File: config.mk
export PLATFORM = sky130hd
export DESIGN_NAME = wg_input_steer
export DESIGN_NICKNAME = d
export VERILOG_FILES = /design/src/rtl/wg_steer_pkg.sv /design/src/rtl/data_input_mux.sv /design/src/rtl/wg_input_steer.sv
export SDC_FILE = /design/constraint.sdc
export NUM_CORES = 1
export LEC_CHECK = 0
export BUFFER_PORTS_ARGS = -buffer_cell sky130_fd_sc_hd__buf_2
export CAP_MARGIN = 40
export CORE_MARGIN = 2
export CORE_UTILIZATION = 40
export DETAILED_ROUTE_END_ITERATION = 16
export PLACE_DENSITY_LB_ADDON = 0.15
export SYNTH_ARGS = -nofsm -noshare
export SYNTH_HDL_FRONTEND = slang
export SYNTH_SLANG_ARGS = --single-unit
export TNS_END_PERCENT = 10
File: constraint.sdc
create_clock -name clk -period 1.5 [get_ports clk]
set_input_delay 0.3 -clock clk [delete_from_list [all_inputs] [get_ports clk]]
set_output_delay 0.3 -clock clk [all_outputs]
set_load 0.01 [all_outputs]
File: src/rtl/wg_steer_pkg.sv
// Constants and carriers for the waveform generator input and steering block.
// Assumes one 50 MHz clock and a plain strobe register port.
package wg_steer_pkg;

   // ----------------------------------------------------------------
   // Register map
   // ----------------------------------------------------------------
   localparam logic [3:0] ADDR_CLK_SRC = 4'h0; // gen_clock_source_select
   localparam logic [3:0] ADDR_DAT_SEL = 4'h1; // gen_data_input_select
   localparam logic [3:0] ADDR_STEER = 4'h2; // output_steering_control
   localparam logic [3:0] ADDR_POLARITY = 4'h3; // polarity bits, own register
   localparam logic [3:0] ADDR_STATUS = 4'h4; // live data input level, read only

   // ----------------------------------------------------------------
   // Reset values and field positions
   // ----------------------------------------------------------------
   localparam logic [7:0] RST_CLK_SRC = 8'h00;
   localparam logic [7:0] RST_DAT_SEL = 8'h00;
   localparam logic [7:0] RST_STEER = 8'h00;
   localparam logic [7:0] RST_POLARITY = 8'h00;
   localparam int CLK_SRC_BIT = 0;
   localparam int DAT_SEL_LSB = 0;
   localparam int STEER_EN_LSB = 0;
   localparam int STEER_DATA_LSB = 4;
   localparam int NUM_CHAN = 4;

   // ----------------------------------------------------------------
   // Data input select codes
   // ----------------------------------------------------------------
   localparam logic [3:0] SEL_PIN = 4'h0;
   localparam logic [3:0] SEL_LAST_VALID = 4'hd;
   localparam logic [3:0] SEL_RESERVED_LO = 4'he;

   // Register bus request
   typedef struct packed {
      logic [3:0] addr;
      logic [7:0] wdata;
      logic wr;
      logic rd;
   } reg_req_s;

endpackage

File: src/rtl/data_input_mux.sv
// Data input source selector for the waveform generator.
// Assumes all sources are synchronous levels in the clk domain.
`timescale 1ns/1ps
module data_input_mux #(
   parameter int NUM_SRC = 14
) (
   // Selection
   input wire logic [3:0] sel,
   // Sources, index 0 is the remappable pin
   input wire logic [NUM_SRC-1:0] src,
   // Selected level
   output logic data_in
);

   // The code table is fixed at fourteen sources, so refuse any other count
   if (NUM_SRC != 14) begin : g_num_src_check
      $error("data_input_mux serves exactly 14 sources");
   end

   // ----------------------------------------------------------------
   // Selection
   // ----------------------------------------------------------------
   // Reserved codes give a quiet low level, never a live source
   always_comb begin
      if (sel > wg_steer_pkg::SEL_LAST_VALID) begin
         data_in = 1'b0;
      end else begin
         data_in = src[sel];
      end
   end

endmodule

File: src/rtl/wg_input_steer.sv
// Waveform generator clock select, data input select and output steering.
// Assumes synchronous source levels and a strobe register port on clk.
`timescale 1ns/1ps

module wg_input_steer (
   // Clock and reset
   input wire logic clk,
   input wire logic rst_n,
   // Register port
   input wire logic [3:0] reg_addr,
   input wire logic [7:0] reg_wdata,
   input wire logic reg_wr,
   input wire logic reg_rd,
   output logic [7:0] reg_rdata,
   // Sleep indication from the power controller
   input wire logic sleep,
   // Data sources
   input wire logic remappable_pin_input,
   input wire logic comparator_one_output,
   input wire logic comparator_two_output,
   input wire logic [3:0] capture_compare_units,
   input wire logic pulse_width_unit_five,
   input wire logic pulse_width_unit_six,
   input wire logic numeric_oscillator_one,
   input wire logic [3:0] logic_cells,
   // Generator clock control
   output logic gen_clk_internal_sel,
   output logic internal_osc_request,
   // Steered channel outputs a to d
   output logic [3:0] chan_out
);

   // ----------------------------------------------------------------
   // State
   // ----------------------------------------------------------------
   typedef struct packed {
      logic clk_src;
      logic [3:0] dat_sel;
      logic [7:0] steer;
      logic [3:0] polarity;
      logic [7:0] rdata;
      logic clk_sel;
      logic osc_req;
      logic [3:0] chan;
   } state_s;

   state_s state_r;
   state_s state_nxt;
   wg_steer_pkg::reg_req_s req;
   logic [13:0] sources;
   logic data_in;

   // Gather the bus and the sources
   assign req = '{addr: reg_addr, wdata: reg_wdata, wr: reg_wr, rd: reg_rd};
   assign sources = {logic_cells, numeric_oscillator_one, pulse_width_unit_six,
                     pulse_width_unit_five, capture_compare_units,
                     comparator_two_output, comparator_one_output,
                     remappable_pin_input};

   // ----------------------------------------------------------------
   // Source selector
   // ----------------------------------------------------------------
   data_input_mux #(
      .NUM_SRC(14)
   ) u_mux (
      .sel(state_r.dat_sel),
      .src(sources),
      .data_in(data_in)
   );

   // Steered value of one channel
   function automatic logic steer_chan(input logic en, input logic ovr,
                                       input logic pol, input logic din);
      steer_chan = en ? (din ^ pol) : ovr;
   endfunction

   // ----------------------------------------------------------------
   // Next state
   // ----------------------------------------------------------------
   always_comb begin
      state_nxt = state_r;
      // Register writes
      if (req.wr) begin
         unique case (req.addr)
            wg_steer_pkg::ADDR_CLK_SRC: begin
               state_nxt.clk_src = req.wdata[wg_steer_pkg::CLK_SRC_BIT];
            end
            wg_steer_pkg::ADDR_DAT_SEL: begin
               state_nxt.dat_sel = req.wdata[wg_steer_pkg::DAT_SEL_LSB +: 4];
            end
            wg_steer_pkg::ADDR_STEER: begin
               state_nxt.steer = req.wdata;
            end
            wg_steer_pkg::ADDR_POLARITY: begin
               state_nxt.polarity = req.wdata[3:0];
            end
            default: begin
            end
         endcase
      end
      // Read data stand only in the cycle after the strobe
      state_nxt.rdata = 8'h00;
      if (req.rd) begin
         unique case (req.addr)
            wg_steer_pkg::ADDR_CLK_SRC: begin
               state_nxt.rdata = {7'h00, state_r.clk_src};
            end
            wg_steer_pkg::ADDR_DAT_SEL: begin
               state_nxt.rdata = {4'h0, state_r.dat_sel};
            end
            wg_steer_pkg::ADDR_STEER: begin
               state_nxt.rdata = state_r.steer;
            end
            wg_steer_pkg::ADDR_POLARITY: begin
               state_nxt.rdata = {4'h0, state_r.polarity};
            end
            wg_steer_pkg::ADDR_STATUS: begin
               state_nxt.rdata = {7'h00, data_in};
            end
            default: begin
               state_nxt.rdata = 8'h00;
            end
         endcase
      end
      // Clock choice; the request holds the oscillator up through sleep
      state_nxt.clk_sel = state_r.clk_src;
      state_nxt.osc_req = state_r.clk_src;
      // Channels, registered so outputs never glitch on a select change
      for (int i = 0; i < wg_steer_pkg::NUM_CHAN; i++) begin
         state_nxt.chan[i] = steer_chan(state_r.steer[wg_steer_pkg::STEER_EN_LSB + i],
                                        state_r.steer[wg_steer_pkg::STEER_DATA_LSB + i],
                                        state_r.polarity[i], data_in);
      end
   end

   // ----------------------------------------------------------------
   // Registers
   // ----------------------------------------------------------------
   always_ff @(posedge clk) begin
      if (!rst_n) begin
         state_r.clk_src <= wg_steer_pkg::RST_CLK_SRC[0];
         state_r.dat_sel <= wg_steer_pkg::RST_DAT_SEL[3:0];
         state_r.steer <= wg_steer_pkg::RST_STEER;
         state_r.polarity <= wg_steer_pkg::RST_POLARITY[3:0];
         state_r.rdata <= 8'h00;
         state_r.clk_sel <= 1'b0;
         state_r.osc_req <= 1'b0;
         state_r.chan <= 4'h0;
      end else begin
         state_r <= state_nxt;
      end
   end

   // Outputs straight from flip-flops
   assign reg_rdata = state_r.rdata;
   assign gen_clk_internal_sel = state_r.clk_sel;
   assign internal_osc_request = state_r.osc_req;
   assign chan_out = state_r.chan;

   // ----------------------------------------------------------------
   // Checks
   // ----------------------------------------------------------------
   chk_clk_select: assert property (@(posedge clk) disable iff (!rst_n)
      $past(reg_wr) && $past(reg_addr) == wg_steer_pkg::ADDR_CLK_SRC
      |=> gen_clk_internal_sel == $past(reg_wdata[0], 2))
      else $error("clock select does not follow register");

   chk_osc_sleep: assert property (@(posedge clk) disable iff (!rst_n)
      sleep && state_r.clk_src |=> internal_osc_request)
      else $error("internal oscillator dropped in sleep");

   chk_clk_rdata: assert property (@(posedge clk) disable iff (!rst_n)
      reg_rd && reg_addr == wg_steer_pkg::ADDR_CLK_SRC |=> reg_rdata[7:1] == 7'h00)
      else $error("clock register upper bits not zero");

   chk_dat_rdata: assert property (@(posedge clk) disable iff (!rst_n)
      reg_rd && reg_addr == wg_steer_pkg::ADDR_DAT_SEL
      |=> reg_rdata == {4'h0, $past(state_r.dat_sel)})
      else $error("data select readback wrong");

   chk_dat_write: assert property (@(posedge clk) disable iff (!rst_n)
      reg_wr && reg_addr == wg_steer_pkg::ADDR_DAT_SEL
      |=> state_r.dat_sel == $past(reg_wdata[3:0]))
      else $error("data select not stored");

   chk_route_pin: assert property (@(posedge clk) disable iff (!rst_n)
      state_r.dat_sel == wg_steer_pkg::SEL_PIN |-> data_in == remappable_pin_input)
      else $error("pin code does not route the pin");

   chk_route_last: assert property (@(posedge clk) disable iff (!rst_n)
      state_r.dat_sel == wg_steer_pkg::SEL_LAST_VALID |-> data_in == logic_cells[3])
      else $error("last code does not route logic cell four");

   // Read data must fall back to zero when no read was taken
   chk_rdata_idle: assert property (@(posedge clk) disable iff (!rst_n)
      !reg_rd |=> reg_rdata == 8'h00)
      else $error("read data stands without a read");

   chk_reserved_low: assert property (@(posedge clk) disable iff (!rst_n)
      state_r.dat_sel >= wg_steer_pkg::SEL_RESERVED_LO |-> !data_in)
      else $error("reserved code passes a source");

   chk_steer_wave: assert property (@(posedge clk) disable iff (!rst_n)
      state_r.steer[0] && $stable(state_r.steer)
      |=> chan_out[0] == ($past(data_in) ^ $past(state_r.polarity[0])))
      else $error("channel a not carrying waveform");

   chk_steer_data_b: assert property (@(posedge clk) disable iff (!rst_n)
      !state_r.steer[1] |=> chan_out[1] == $past(state_r.steer[5]))
      else $error("channel b not holding steering data");

   chk_steer_data: assert property (@(posedge clk) disable iff (!rst_n)
      !state_r.steer[3] |=> chan_out[3] == $past(state_r.steer[7]))
      else $error("channel d not holding steering data");

endmodule

==> results of run 1 <==
## flip-flops by register name (all words and copies together), names as in the netlist
register and flops:
reg_rdata 8, chan_out 4, state_r 16, internal_osc_request 1, state_nxt 1
## per-layer routing
layer / track usage [%] / vias to the layer above / wire length, µm
met1: 19.5 / 558 / 1350
met4: 8.15 / 0 / 61
met3: 5.63 / 6 / 158
met5: 0 / - / 0
met2: 28.8 / 29 / 1540
li1: - / 600 / -
## cells by family after synthesis
kind of cell,count (synthesis)
and+or+nand+nor,55
DFF,30
AOI/OAI and AO/OA,29
buffers and inverters,23
muxes,14
## synth_stat cells, types with 2 or more instances
master	number
a21boi_0	9
a22oi_1	3
a31oi_1	4
and2_1	5
buf_4	13
clkbuf_1	7
dfxtp_1	30
inv_1	3
mux2_2	2
mux2i_1	8
mux4_2	3
nand2_1	14
nand3_1	11
nor2_1	5
nor2b_1	11
o21ai_0	6
o21ai_1	4
or3_1	5
## path summary, 6_finish.rpt
check | end | slack, ns | cells past startpoint
min reg2reg | state_nxt[4] | 0.49 | 2
max | chan_out[2] | -0.12 | 5
min | state_r[23] | 0.21 | 3
max reg2reg | chan_out[2] | -0.12 | 5
## final cells by class
cell class | instances | area, µm²
multi-input combinational | 98 | 704
sequential | 30 | 602
clock buffer | 6 | 51.3
tap | 46 | 57.6
fill | 348 | 1640
clock inverter | 2 | 12.5
timing repair buffer | 55 | 309
inverter | 3 | 11.3
## stage by stage
| stage | setup WS (ns) | util [%] | hold slack (ns) | TNS [ns] | total power [W] |
|---|---|---|---|---|---|
| floorplan | -0.0838 | - | 0.438 | -0.335 | 0.000905 |
| global placement | -0.157 | 49.6 | 0.467 | -0.684 | 0.000971 |
| detailed placement | -0.171 | 49.6 | 0.475 | -0.876 | 0.000975 |
| CTS | -0.148 | 51.6 | 0.196 | -0.618 | 0.00150 |
| global route | -0.248 | 51.6 | 0.194 | -1.01 | 0.00155 |
| finish | -0.125 | 51.6 | 0.206 | -0.517 | 0.00147 |
## power groups by stage
stage / Clock (W) / Combinational (W) / Sequential, W
5_1_grt: 0.000582 / 0.000162 / 0.000811
2_1_floorplan: 0 / 0.0000787 / 0.000827
4_1_cts: 0.000539 / 0.000148 / 0.000809
3_3_place_gp: 0 / 0.000143 / 0.000827
6_report: 0.000518 / 0.000147 / 0.000809
3_5_place_dp: 0 / 0.000147 / 0.000828
## worst register-to-register path, stage by stage (launching register included)
cell	delay [ns]
dfxtp_2	0.35
mux4_2	0.53
a221oi_4	0.31
buf_6	0.15
o21ai_1	0.06
a31oi_1	0.17
## timing repair
action | in CTS | in global routing
endpoints found under the setup margin | 5 | 5
pin swaps | 3 | 2
gates resized for setup | 1 | 0
==> summary.txt, run 1 <==
Placement
  • Placement Cell Area: 1680 µm²
  • Inst Count DP: 232
  • IO buf count: 43
  • Final GP Congestion: 0.775
  • Post-DP HPWL: 2400 µm

Synth
  • Adder-Cell Fraction of Synth Area: 0%
  • Syn Area/Cell: 9.54 µm²
  • Mux share of post-synthesis cell area: 13.6%
  • Ys async rst share: 0%
  • Dominant cell type by area after synthesis: dfxtp_1
  • Main combinational cell family by area after synthesis: simple AND/OR/NAND/NOR gates
  • Simple-gate area share of the yosys netlist: 20.0%
  • Yosys Warn Count: 0
  • Synthesized flop and latch total: 30
  • Main synth FF type: dfxtp_1
  • Number of flops mapped to enable cells by yosys: 0
  • Post-Syn Area: 1440 µm²
  • Register area share after synthesis: 41.7%
  • Post-synth net total: 182
  • Xor/xnor share of the synthesized area: 0%
  • Synth area leaders: dfxtp_1 42%, buf_4 6.8%, mux2i_1 5.6%, nor2b_1 4.8%, a21boi_0 4.7%
  • Synth cell types: 26
  • Compound-Gate Fraction of Synth Area: 15.3%
  • Post-Synthesis Cells: 151
  • Top cell type's share of synthesized area: 41.7%

Pwr
  • Pwr Density: 843 nW/µm²
  • Logic pwr share: 10.0%
  • P_leak: 0.740 nW
  • Switching Fraction: 25.0%
  • Sequential Power Share: 54.9%
  • Worst VDD drop: 0.488 mV
  • Sw Pwr: 0.000368 W
  • Clock power frac: 35.1%
  • P_int: 0.00111 W

Worst setup path
  • Critical-path cell list: mux4_2, a221oi_4, buf_6, o21ai_1, a31oi_1
  • Kind of cell adding the most delay to the critical path: compound AO/OA/AOI/OAI gates
  • Critical path type: register to register
  • Crit path DAT: 1.90 ns
  • Critical path required time: 1.77 ns
  • CP max stage cell: mux4_2
  • CP Capture Type: register
  • Reg2reg start: state_r[26]
  • Crit path launch: state_r[26]
  • Worst Path Max Fanout: 6
  • Worst path bufs/invs: 1
  • Critical path's largest stage delay: 0.53 ns
  • Critical Path Start Type: register

Final layout
  • Final Non-Filler Cells: 240
  • Most frequent cells in the layout: 43 x buf_2, 29 x dfxtp_1, 14 x nand2_1
  • Commonest non-fill, non-tap cell in the layout: buf_2
  • Fin nets: 224
  • Area Overhead vs Synth: 21.4%
  • Layout cell share with drive strength beyond 1: 37.1%
  • Design Area, Final: 1750 µm²
  • Inserted Diodes: 0

Worst hold path
  • Hold_sp: reg_wdata[5]
  • Hold Crit Class: primary input to register

Routing
  • DR iter-0 viols: 34
  • DRT Wirelength: 3110 µm
  • First-pass iteration count of the detailed router: 4
  • Via density: 4.97
  • DR vias: 1193
  • Final ANT Viol Nets: 0
  • DR DRC count: 0
  • Routed len/inst: 13.0 µm

Clock network
  • Clock sink count: 30
  • Max Buffers Root-to-Sink: 2
  • Worst skew pair latency: 0.34 ns
  • Clock transition at the register clock pins on the worst setup and hold paths after CTS: 0.10 ns
  • Clk root buf: clkbuf_4
  • TritonCTS Buffers: 5
  • H-tree depth: 2
  • CTS tree: done
  • Setup bufs post-CTS: 0
  • Hold_buf cts: 0

Timing
  • Fmax: 616 MHz
  • Slew @ Worst Pin: 0.281 ns
  • # setup viols final: 5
  • Final Slew Violations: 0
  • Tcrit/Tclk final: 108%
  • Final Worst Setup Slack: -0.125 ns
  • Hold Violations, Final: 0
  • Clock Skews: 0.00872 ns
  • Slew HR: 81.3%
  • RSZ-0062 raised after global routing: true
  • Final worst path period need: 1.62 ns

Die
  • Die height: 64 µm
  • DIE AREA: 4100 µm²
  • Starting Density: 42.5%
  • Core Rows: 21
  • Die span in x: 64 µm
  • Core Area: 3390 µm²
  • IO Pins: 45

Global routing
  • Vias in the first global route: 1183
  • Congestion Overflow GR: 0
  • Initial antenna violation count: 0
  • All-Layer GR Usage: 17.1%
  • Largest net degree at the start of global routing: 23
  • First-pass GRT wire length: 5320 µm

Run
  • Max Cap Viol: 0

Run status
  • Status: finished with violations
  • Failing checks: setup timing
Note: power is estimated with default switching activity, not from simulation.
==> run 2, diff against run 1 <==
Settings changed: SYNTH_HIERARCHICAL set to 1.
==> summary.txt, run 2 <==
Final layout
  • Design Area, Final: 1790 µm²
  • Commonest non-fill, non-tap cell in the layout: buf_2
  • Core Util, Final: 52.7%
  • Max reg flops: 16
  • Fin nets: 227
  • Most frequent cells in the layout: 43 x buf_2, 29 x dfxtp_1, 17 x a21oi_1, 13 x nand3_1, 12 x buf_4
  • Inserted Diodes: 0
  • Largest Register: state_r
  • Area Overhead vs Synth: 23.9%
  • Layout cell share with drive strength beyond 1: 37.1%

Synth
  • Post-Syn Area: 1440 µm²
  • Post-synth net total: 188
  • Top cell type's share of synthesized area: 41.6%
  • Synth cell types: 31
  • Post-Synthesis Cells: 157
  • Ys async rst share: 0%
  • Register area share after synthesis: 41.6%
  • Dominant cell type by area after synthesis: dfxtp_1
  • Synth area leaders: dfxtp_1 42%, buf_4 7.3%, a21oi_1 5.9%, nand3_1 4.5%, mux2_2 3.9%
  • Main synth FF type: dfxtp_1
  • Synthesized flop and latch total: 30
  • Synth top cells by count: 30 x dfxtp_1, 17 x a21oi_1, 14 x buf_4
  • Number of flops mapped to enable cells by yosys: 0
  • Yosys Warn Count: 6
  • Most frequent cell after synthesis: dfxtp_1
  • Syn Area/Cell: 9.19 µm²

Die
  • IO Pins: 45
  • Starting Density: 42.6%
  • Die height: 64.1 µm
  • Core Rows: 21
  • Core Area: 3390 µm²
  • DIE AREA: 4100 µm²
  • Die span in x: 64.1 µm

Timing
  • Tcrit/Tclk final: 116%
  • Fmax: 573 MHz
  • Slew @ Worst Pin: 0.311 ns
  • Final Worst Setup Slack: -0.244 ns
  • RSZ-0062 raised after global routing: true
  • Hold Violations, Final: 0
  • Slew HR: 79.3%
  • Clock Skews: 0.00631 ns
  • Final worst path period need: 1.74 ns
  • Final Slew Violations: 0
  • # setup viols final: 5

Worst setup path
  • CP Capture Type: register
  • Worst path bufs/invs: 0
  • Critical path's largest stage delay: 0.53 ns
  • Critical path type: register to register
  • WP depth: 5
  • Worst Path Max Fanout: 5
  • Critical Path Start Type: register
  • Kind of cell adding the most delay to the critical path: compound AO/OA/AOI/OAI gates
  • Crit path DAT: 1.99 ns
  • Critical path required time: 1.75 ns
  • FF-to-FF path depth: 5
  • CP max stage cell: mux4_2
  • Critical-path cell list: mux4_2, a221oi_4, a31oi_4, xnor2_1, a211oi_1

Placement
  • Placement Cell Area: 1650 µm²
  • IO buf count: 43
  • Final GP Congestion: 0.759
  • Post-DP HPWL: 2400 µm

Clock network
  • TritonCTS Buffers: 5
  • Hold_buf cts: 0
  • Clock sink count: 30
  • Setup bufs post-CTS: 0
  • CTS tree: done
  • H-tree depth: 2
  • Max Buffers Root-to-Sink: 2
  • Clock transition at the register clock pins on the worst setup and hold paths after CTS: 0.09 ns
  • Worst skew pair latency: 0.34 ns
  • Clk root buf: clkbuf_4

Routing
  • DR iter-0 viols: 43
  • DR DRC count: 0
  • First-pass iteration count of the detailed router: 4
  • DRT Wirelength: 3180 µm
  • DR vias: 1227
  • Via density: 5.05
  • Routed len/inst: 13.1 µm
  • Final ANT Viol Nets: 0

Pwr
  • P_leak: 0.713 nW
  • Worst VDD drop: 0.692 mV
  • Pwr Density: 982 nW/µm²

Global routing
  • Vias in the first global route: 1243
  • Largest net degree at the start of global routing: 22
  • First-pass GRT wire length: 5640 µm
  • Initial antenna violation count: 0
  • All-Layer GR Usage: 17.8%
  • Congestion Overflow GR: 0

Worst hold path
  • Hold Crit Class: primary input to register
  • Hold path depth: 3

Run status
  • Failing checks: setup timing
  • Status: finished with violations

Run
  • Max Cap Viol: 0
==> run 2: cell types whose count changed after synthesis, sizes merged, moves of 4 or more <==
cell and delta:
nor2b -8, or3 -5, a211oi +4, xnor2 +4
o21ai +6, a21boi -9, nand4 +4, nor2 +4
nand2 -11, mux2i -7, a21oi +17, buf +4
==> run 2: cell type report <==
| class | instances | area, µm² |
|---|---|---|
| clock buffers | 7 | 76.3 |
| clock inverters | 1 | 30.0 |
| fillers | 334 | 1600 |
| inverters | 3 | 11.3 |
| multi-input cells | 101 | 702 |
| flip-flops and latches | 30 | 604 |
| well taps | 46 | 57.6 |
| repair buffers | 55 | 305 |
==> run 2: kinds of logic (layout without fill, tap and decap cells) <==
logic type | count (synthesis) | in the layout | synth area share, %
AOI/OAI and AO/OA | 45 | 45 | 18.0
and+or+nand+nor | 43 | 43 | 16.6
DFF | 30 | 30 | 41.6
buffers and inverters | 26 | 66 | 11.5
muxes | 9 | 9 | 9.80
xor gates and xnor gates | 4 | 4 | 2.43
==> run 2: through the flow <==
step | total power [W] | setup slack, ns | setup TNS, ns | instances | hold WS, ns
floorplan | 0.000916 | -0.172 | -0.825 | 157 | 0.427
global placement | 0.000982 | -0.255 | -1.22 | 235 | 0.477
detailed placement | 0.000986 | -0.315 | -1.38 | 235 | 0.489
CTS | 0.00177 | -0.261 | -1.10 | 243 | 0.198
global route | 0.00183 | -0.361 | -1.60 | 243 | 0.205
finish | 0.00175 | -0.244 | -1.05 | 243 | 0.206
==> run 2: what timing repair did <==
| action | in CTS | in global routing |
|---|---|---|
| setup endpoints to repair | 5 | 5 |
| pin swaps | 2 | 1 |
| gates resized for setup | 3 | 0 |
==> run 2: per-layer routing <==
metal / up-vias / share of wire [%] / wire length (µm) / GRT usage (%)
met3: 6 / 5.7 / 181 / 5.81
met2: 30 / 45 / 1440 / 27.6
li1: 631 / - / - / -
met1: 560 / 47 / 1500 / 23.4
met5: - / 0 / 0 / 0
met4: 0 / 1.5 / 48 / 5.71
==> run 2: power breakdown <==
part / switching, W / internal (W)
Sequential: 0.00000638 / 0.000802
Combinational: 0.0000863 / 0.0000786
Clock: 0.000283 / 0.000497
==> run 2: final timing paths <==
check        slack (ns)            to    startpoint
max reg2reg       -0.24   chan_out[3]   state_r[26]
min reg2reg        0.50  reg_rdata[6]   state_r[24]
min                0.21   state_r[23]  reg_wdata[5]
max               -0.24   chan_out[3]   state_r[26]
==> run 2: worst reg2reg max path: stages (launching register included) <==
cell	delay [ns]
dfxtp_4	0.39
mux4_2	0.53
a221oi_4	0.27
a31oi_4	0.10
xnor2_1	0.15
a211oi_1	0.21
==> run 3, diff against run 2 <==
Settings changed: PLACE_DENSITY_LB_ADDON 0.15 to 0.1.
==> summary.txt, run 3 (synthesized netlist as in run 2, its figures left out) <==
Pwr
  • Sequential Power Share: 46.1%
  • Sw Pwr: 0.000378 W
  • P_int: 0.00138 W
  • Pwr Total: 0.00175 W
  • Logic pwr share: 9.5%
  • Worst VDD drop: 0.685 mV
  • Clock power frac: 44.5%
  • P_leak: 0.708 nW
  • Switching Fraction: 21.5%
  • Pwr Density: 984 nW/µm²

Worst setup path
  • Critical path's largest stage delay: 0.53 ns
  • Worst Path Max Fanout: 5
  • Crit path launch: state_r[26]
  • Worst path bufs/invs: 0
  • Critical Path Start Type: register
  • WP depth: 5
  • Critical path endpoint: chan_out[2]
  • CP max stage cell: mux4_2
  • Critical path required time: 1.76 ns
  • Critical-path cell list: mux4_2, a221oi_4, a31oi_4, xnor2_1, a211oi_1
  • CP Capture Type: register
  • Reg2reg start: state_r[26]
  • Critical path type: register to register
  • Critical R2R Capture: chan_out[2]
  • Crit path DAT: 1.97 ns
  • FF-to-FF path depth: 5
  • R2r setup slk: -0.21 ns
  • Kind of cell adding the most delay to the critical path: compound AO/OA/AOI/OAI gates

Routing
  • Final ANT Viol Nets: 0
  • DR vias: 1258
  • First-pass iteration count of the detailed router: 4
  • Met2 wire length: 1510 µm
  • Via density: 5.20
  • DR DRC count: 0
  • Max layer used: met4
  • Routed len/inst: 13.4 µm
  • Met3 wire length: 189 µm
  • DRT Wirelength: 3230 µm
  • DR iter-0 viols: 61
  • M1 WL: 1490 µm

Die
  • Die height: 64.1 µm
  • DIE AREA: 4100 µm²
  • Core Rows: 21
  • Die span in x: 64.1 µm
  • Starting Density: 42.6%
  • Core Area: 3390 µm²
  • IO Pins: 45

Global routing
  • Congestion Overflow GR: 0
  • Initial antenna violation count: 0
  • All-Layer GR Usage: 16.9%
  • First-pass GRT wire length: 5380 µm
  • Largest net degree at the start of global routing: 22
  • Vias in the first global route: 1180

Run
  • Max Cap Viol: 0

Final layout
  • Fin nets: 226
  • Area Overhead vs Synth: 23.7%
  • Core Util, Final: 52.6%
  • Most frequent cells in the layout: 43 x buf_2, 29 x dfxtp_1, 17 x a21oi_1, 13 x nand3_1, 11 x buf_4
  • Final Non-Filler Cells: 242
  • Layout cell share with drive strength beyond 1: 37.2%
  • FILL cells: 322
  • Largest Register: state_r
  • Inserted Diodes: 0
  • Max reg flops: 16
  • Commonest non-fill, non-tap cell in the layout: buf_2

Placement
  • Post-DP HPWL: 2360 µm
  • Inst Count DP: 234
  • IO buf count: 43
  • Final GP Congestion: 0.776

Clock network
  • Clock sink count: 30
  • Max Buffers Root-to-Sink: 2
  • CTS tree: done
  • Clk root buf: clkbuf_4
  • Clock transition at the register clock pins on the worst setup and hold paths after CTS: 0.10 ns
  • H-tree depth: 2
  • Hold_buf cts: 0
  • TritonCTS Buffers: 5
  • Worst skew pair latency: 0.33 ns
  • Setup bufs post-CTS: 0

Timing
  • Slew HR: 77.9%
  • Final Worst Setup Slack: -0.210 ns
  • Slew @ Worst Pin: 0.331 ns
  • RSZ-0062 raised after global routing: true
  • Tcrit/Tclk final: 114%
  • # setup viols final: 5
  • Final TNS setup: -0.979 ns
  • Final worst path period need: 1.71 ns
  • Final Slew Violations: 0
  • Min Hold Slack: 0.211 ns
  • Clock Skews: 0.00841 ns
  • Fmax: 585 MHz
  • Hold Violations, Final: 0

Worst hold path
  • Hold_sp: rst_n
  • Hold Crit Class: primary input to register

Run status
  • Failing checks: setup timing
  • Status: finished with violations
[run 3: stage by stage]
step / setup slack [ns] / instance area (µm²)
after detailed placement: -0.324 / 1650
after global placement: -0.285 / 1650
final: -0.210 / 1780
after CTS: -0.232 / 1780
after floorplan: -0.172 / 1450
after global routing: -0.314 / 1780
[run 3: layer usage]
metal / vias to the layer above / track usage (%)
li1: 625 / -
met4: 0 / 6.25
met5: - / 0
met1: 588 / 21.3
met3: 6 / 4.58
met2: 39 / 27.6
[run 3: power by group through the flow]
stage / Sequential [W] / Clock (W) / Combinational (W)
floorplan: 0.000825 / 0 / 0.0000914
global placement: 0.000827 / 0 / 0.000156
detailed placement: 0.000827 / 0 / 0.000159
CTS: 0.000808 / 0.000791 / 0.000165
global route: 0.000810 / 0.000834 / 0.000182
finish: 0.000808 / 0.000781 / 0.000166
[run 3: what timing repair did]
item | CTS | global route
endpoints found under the setup margin | 5 | 5
gates resized for setup | 3 | 1
pin swaps | 2 | 0
[run 3: final cells by class]
class,instances,area [µm²],area share (%)
multi-input combinational,101,707,39.6
clock inverter,1,30.0,1.68
tap,46,57.6,3.23
timing repair buffer,54,298,16.7
inverter,3,11.3,0.631
clock buffer,7,76.3,4.28
sequential,30,604,33.9
[run 3: worst min-delay path by stage]
stage / end / cells past startpoint
finish: internal_osc_request / 2
global route: state_r[23] / 3
CTS: internal_osc_request / 2
detailed placement: reg_rdata[4] / 1
global placement: state_nxt[4] / 2
floorplan: internal_osc_request / 1
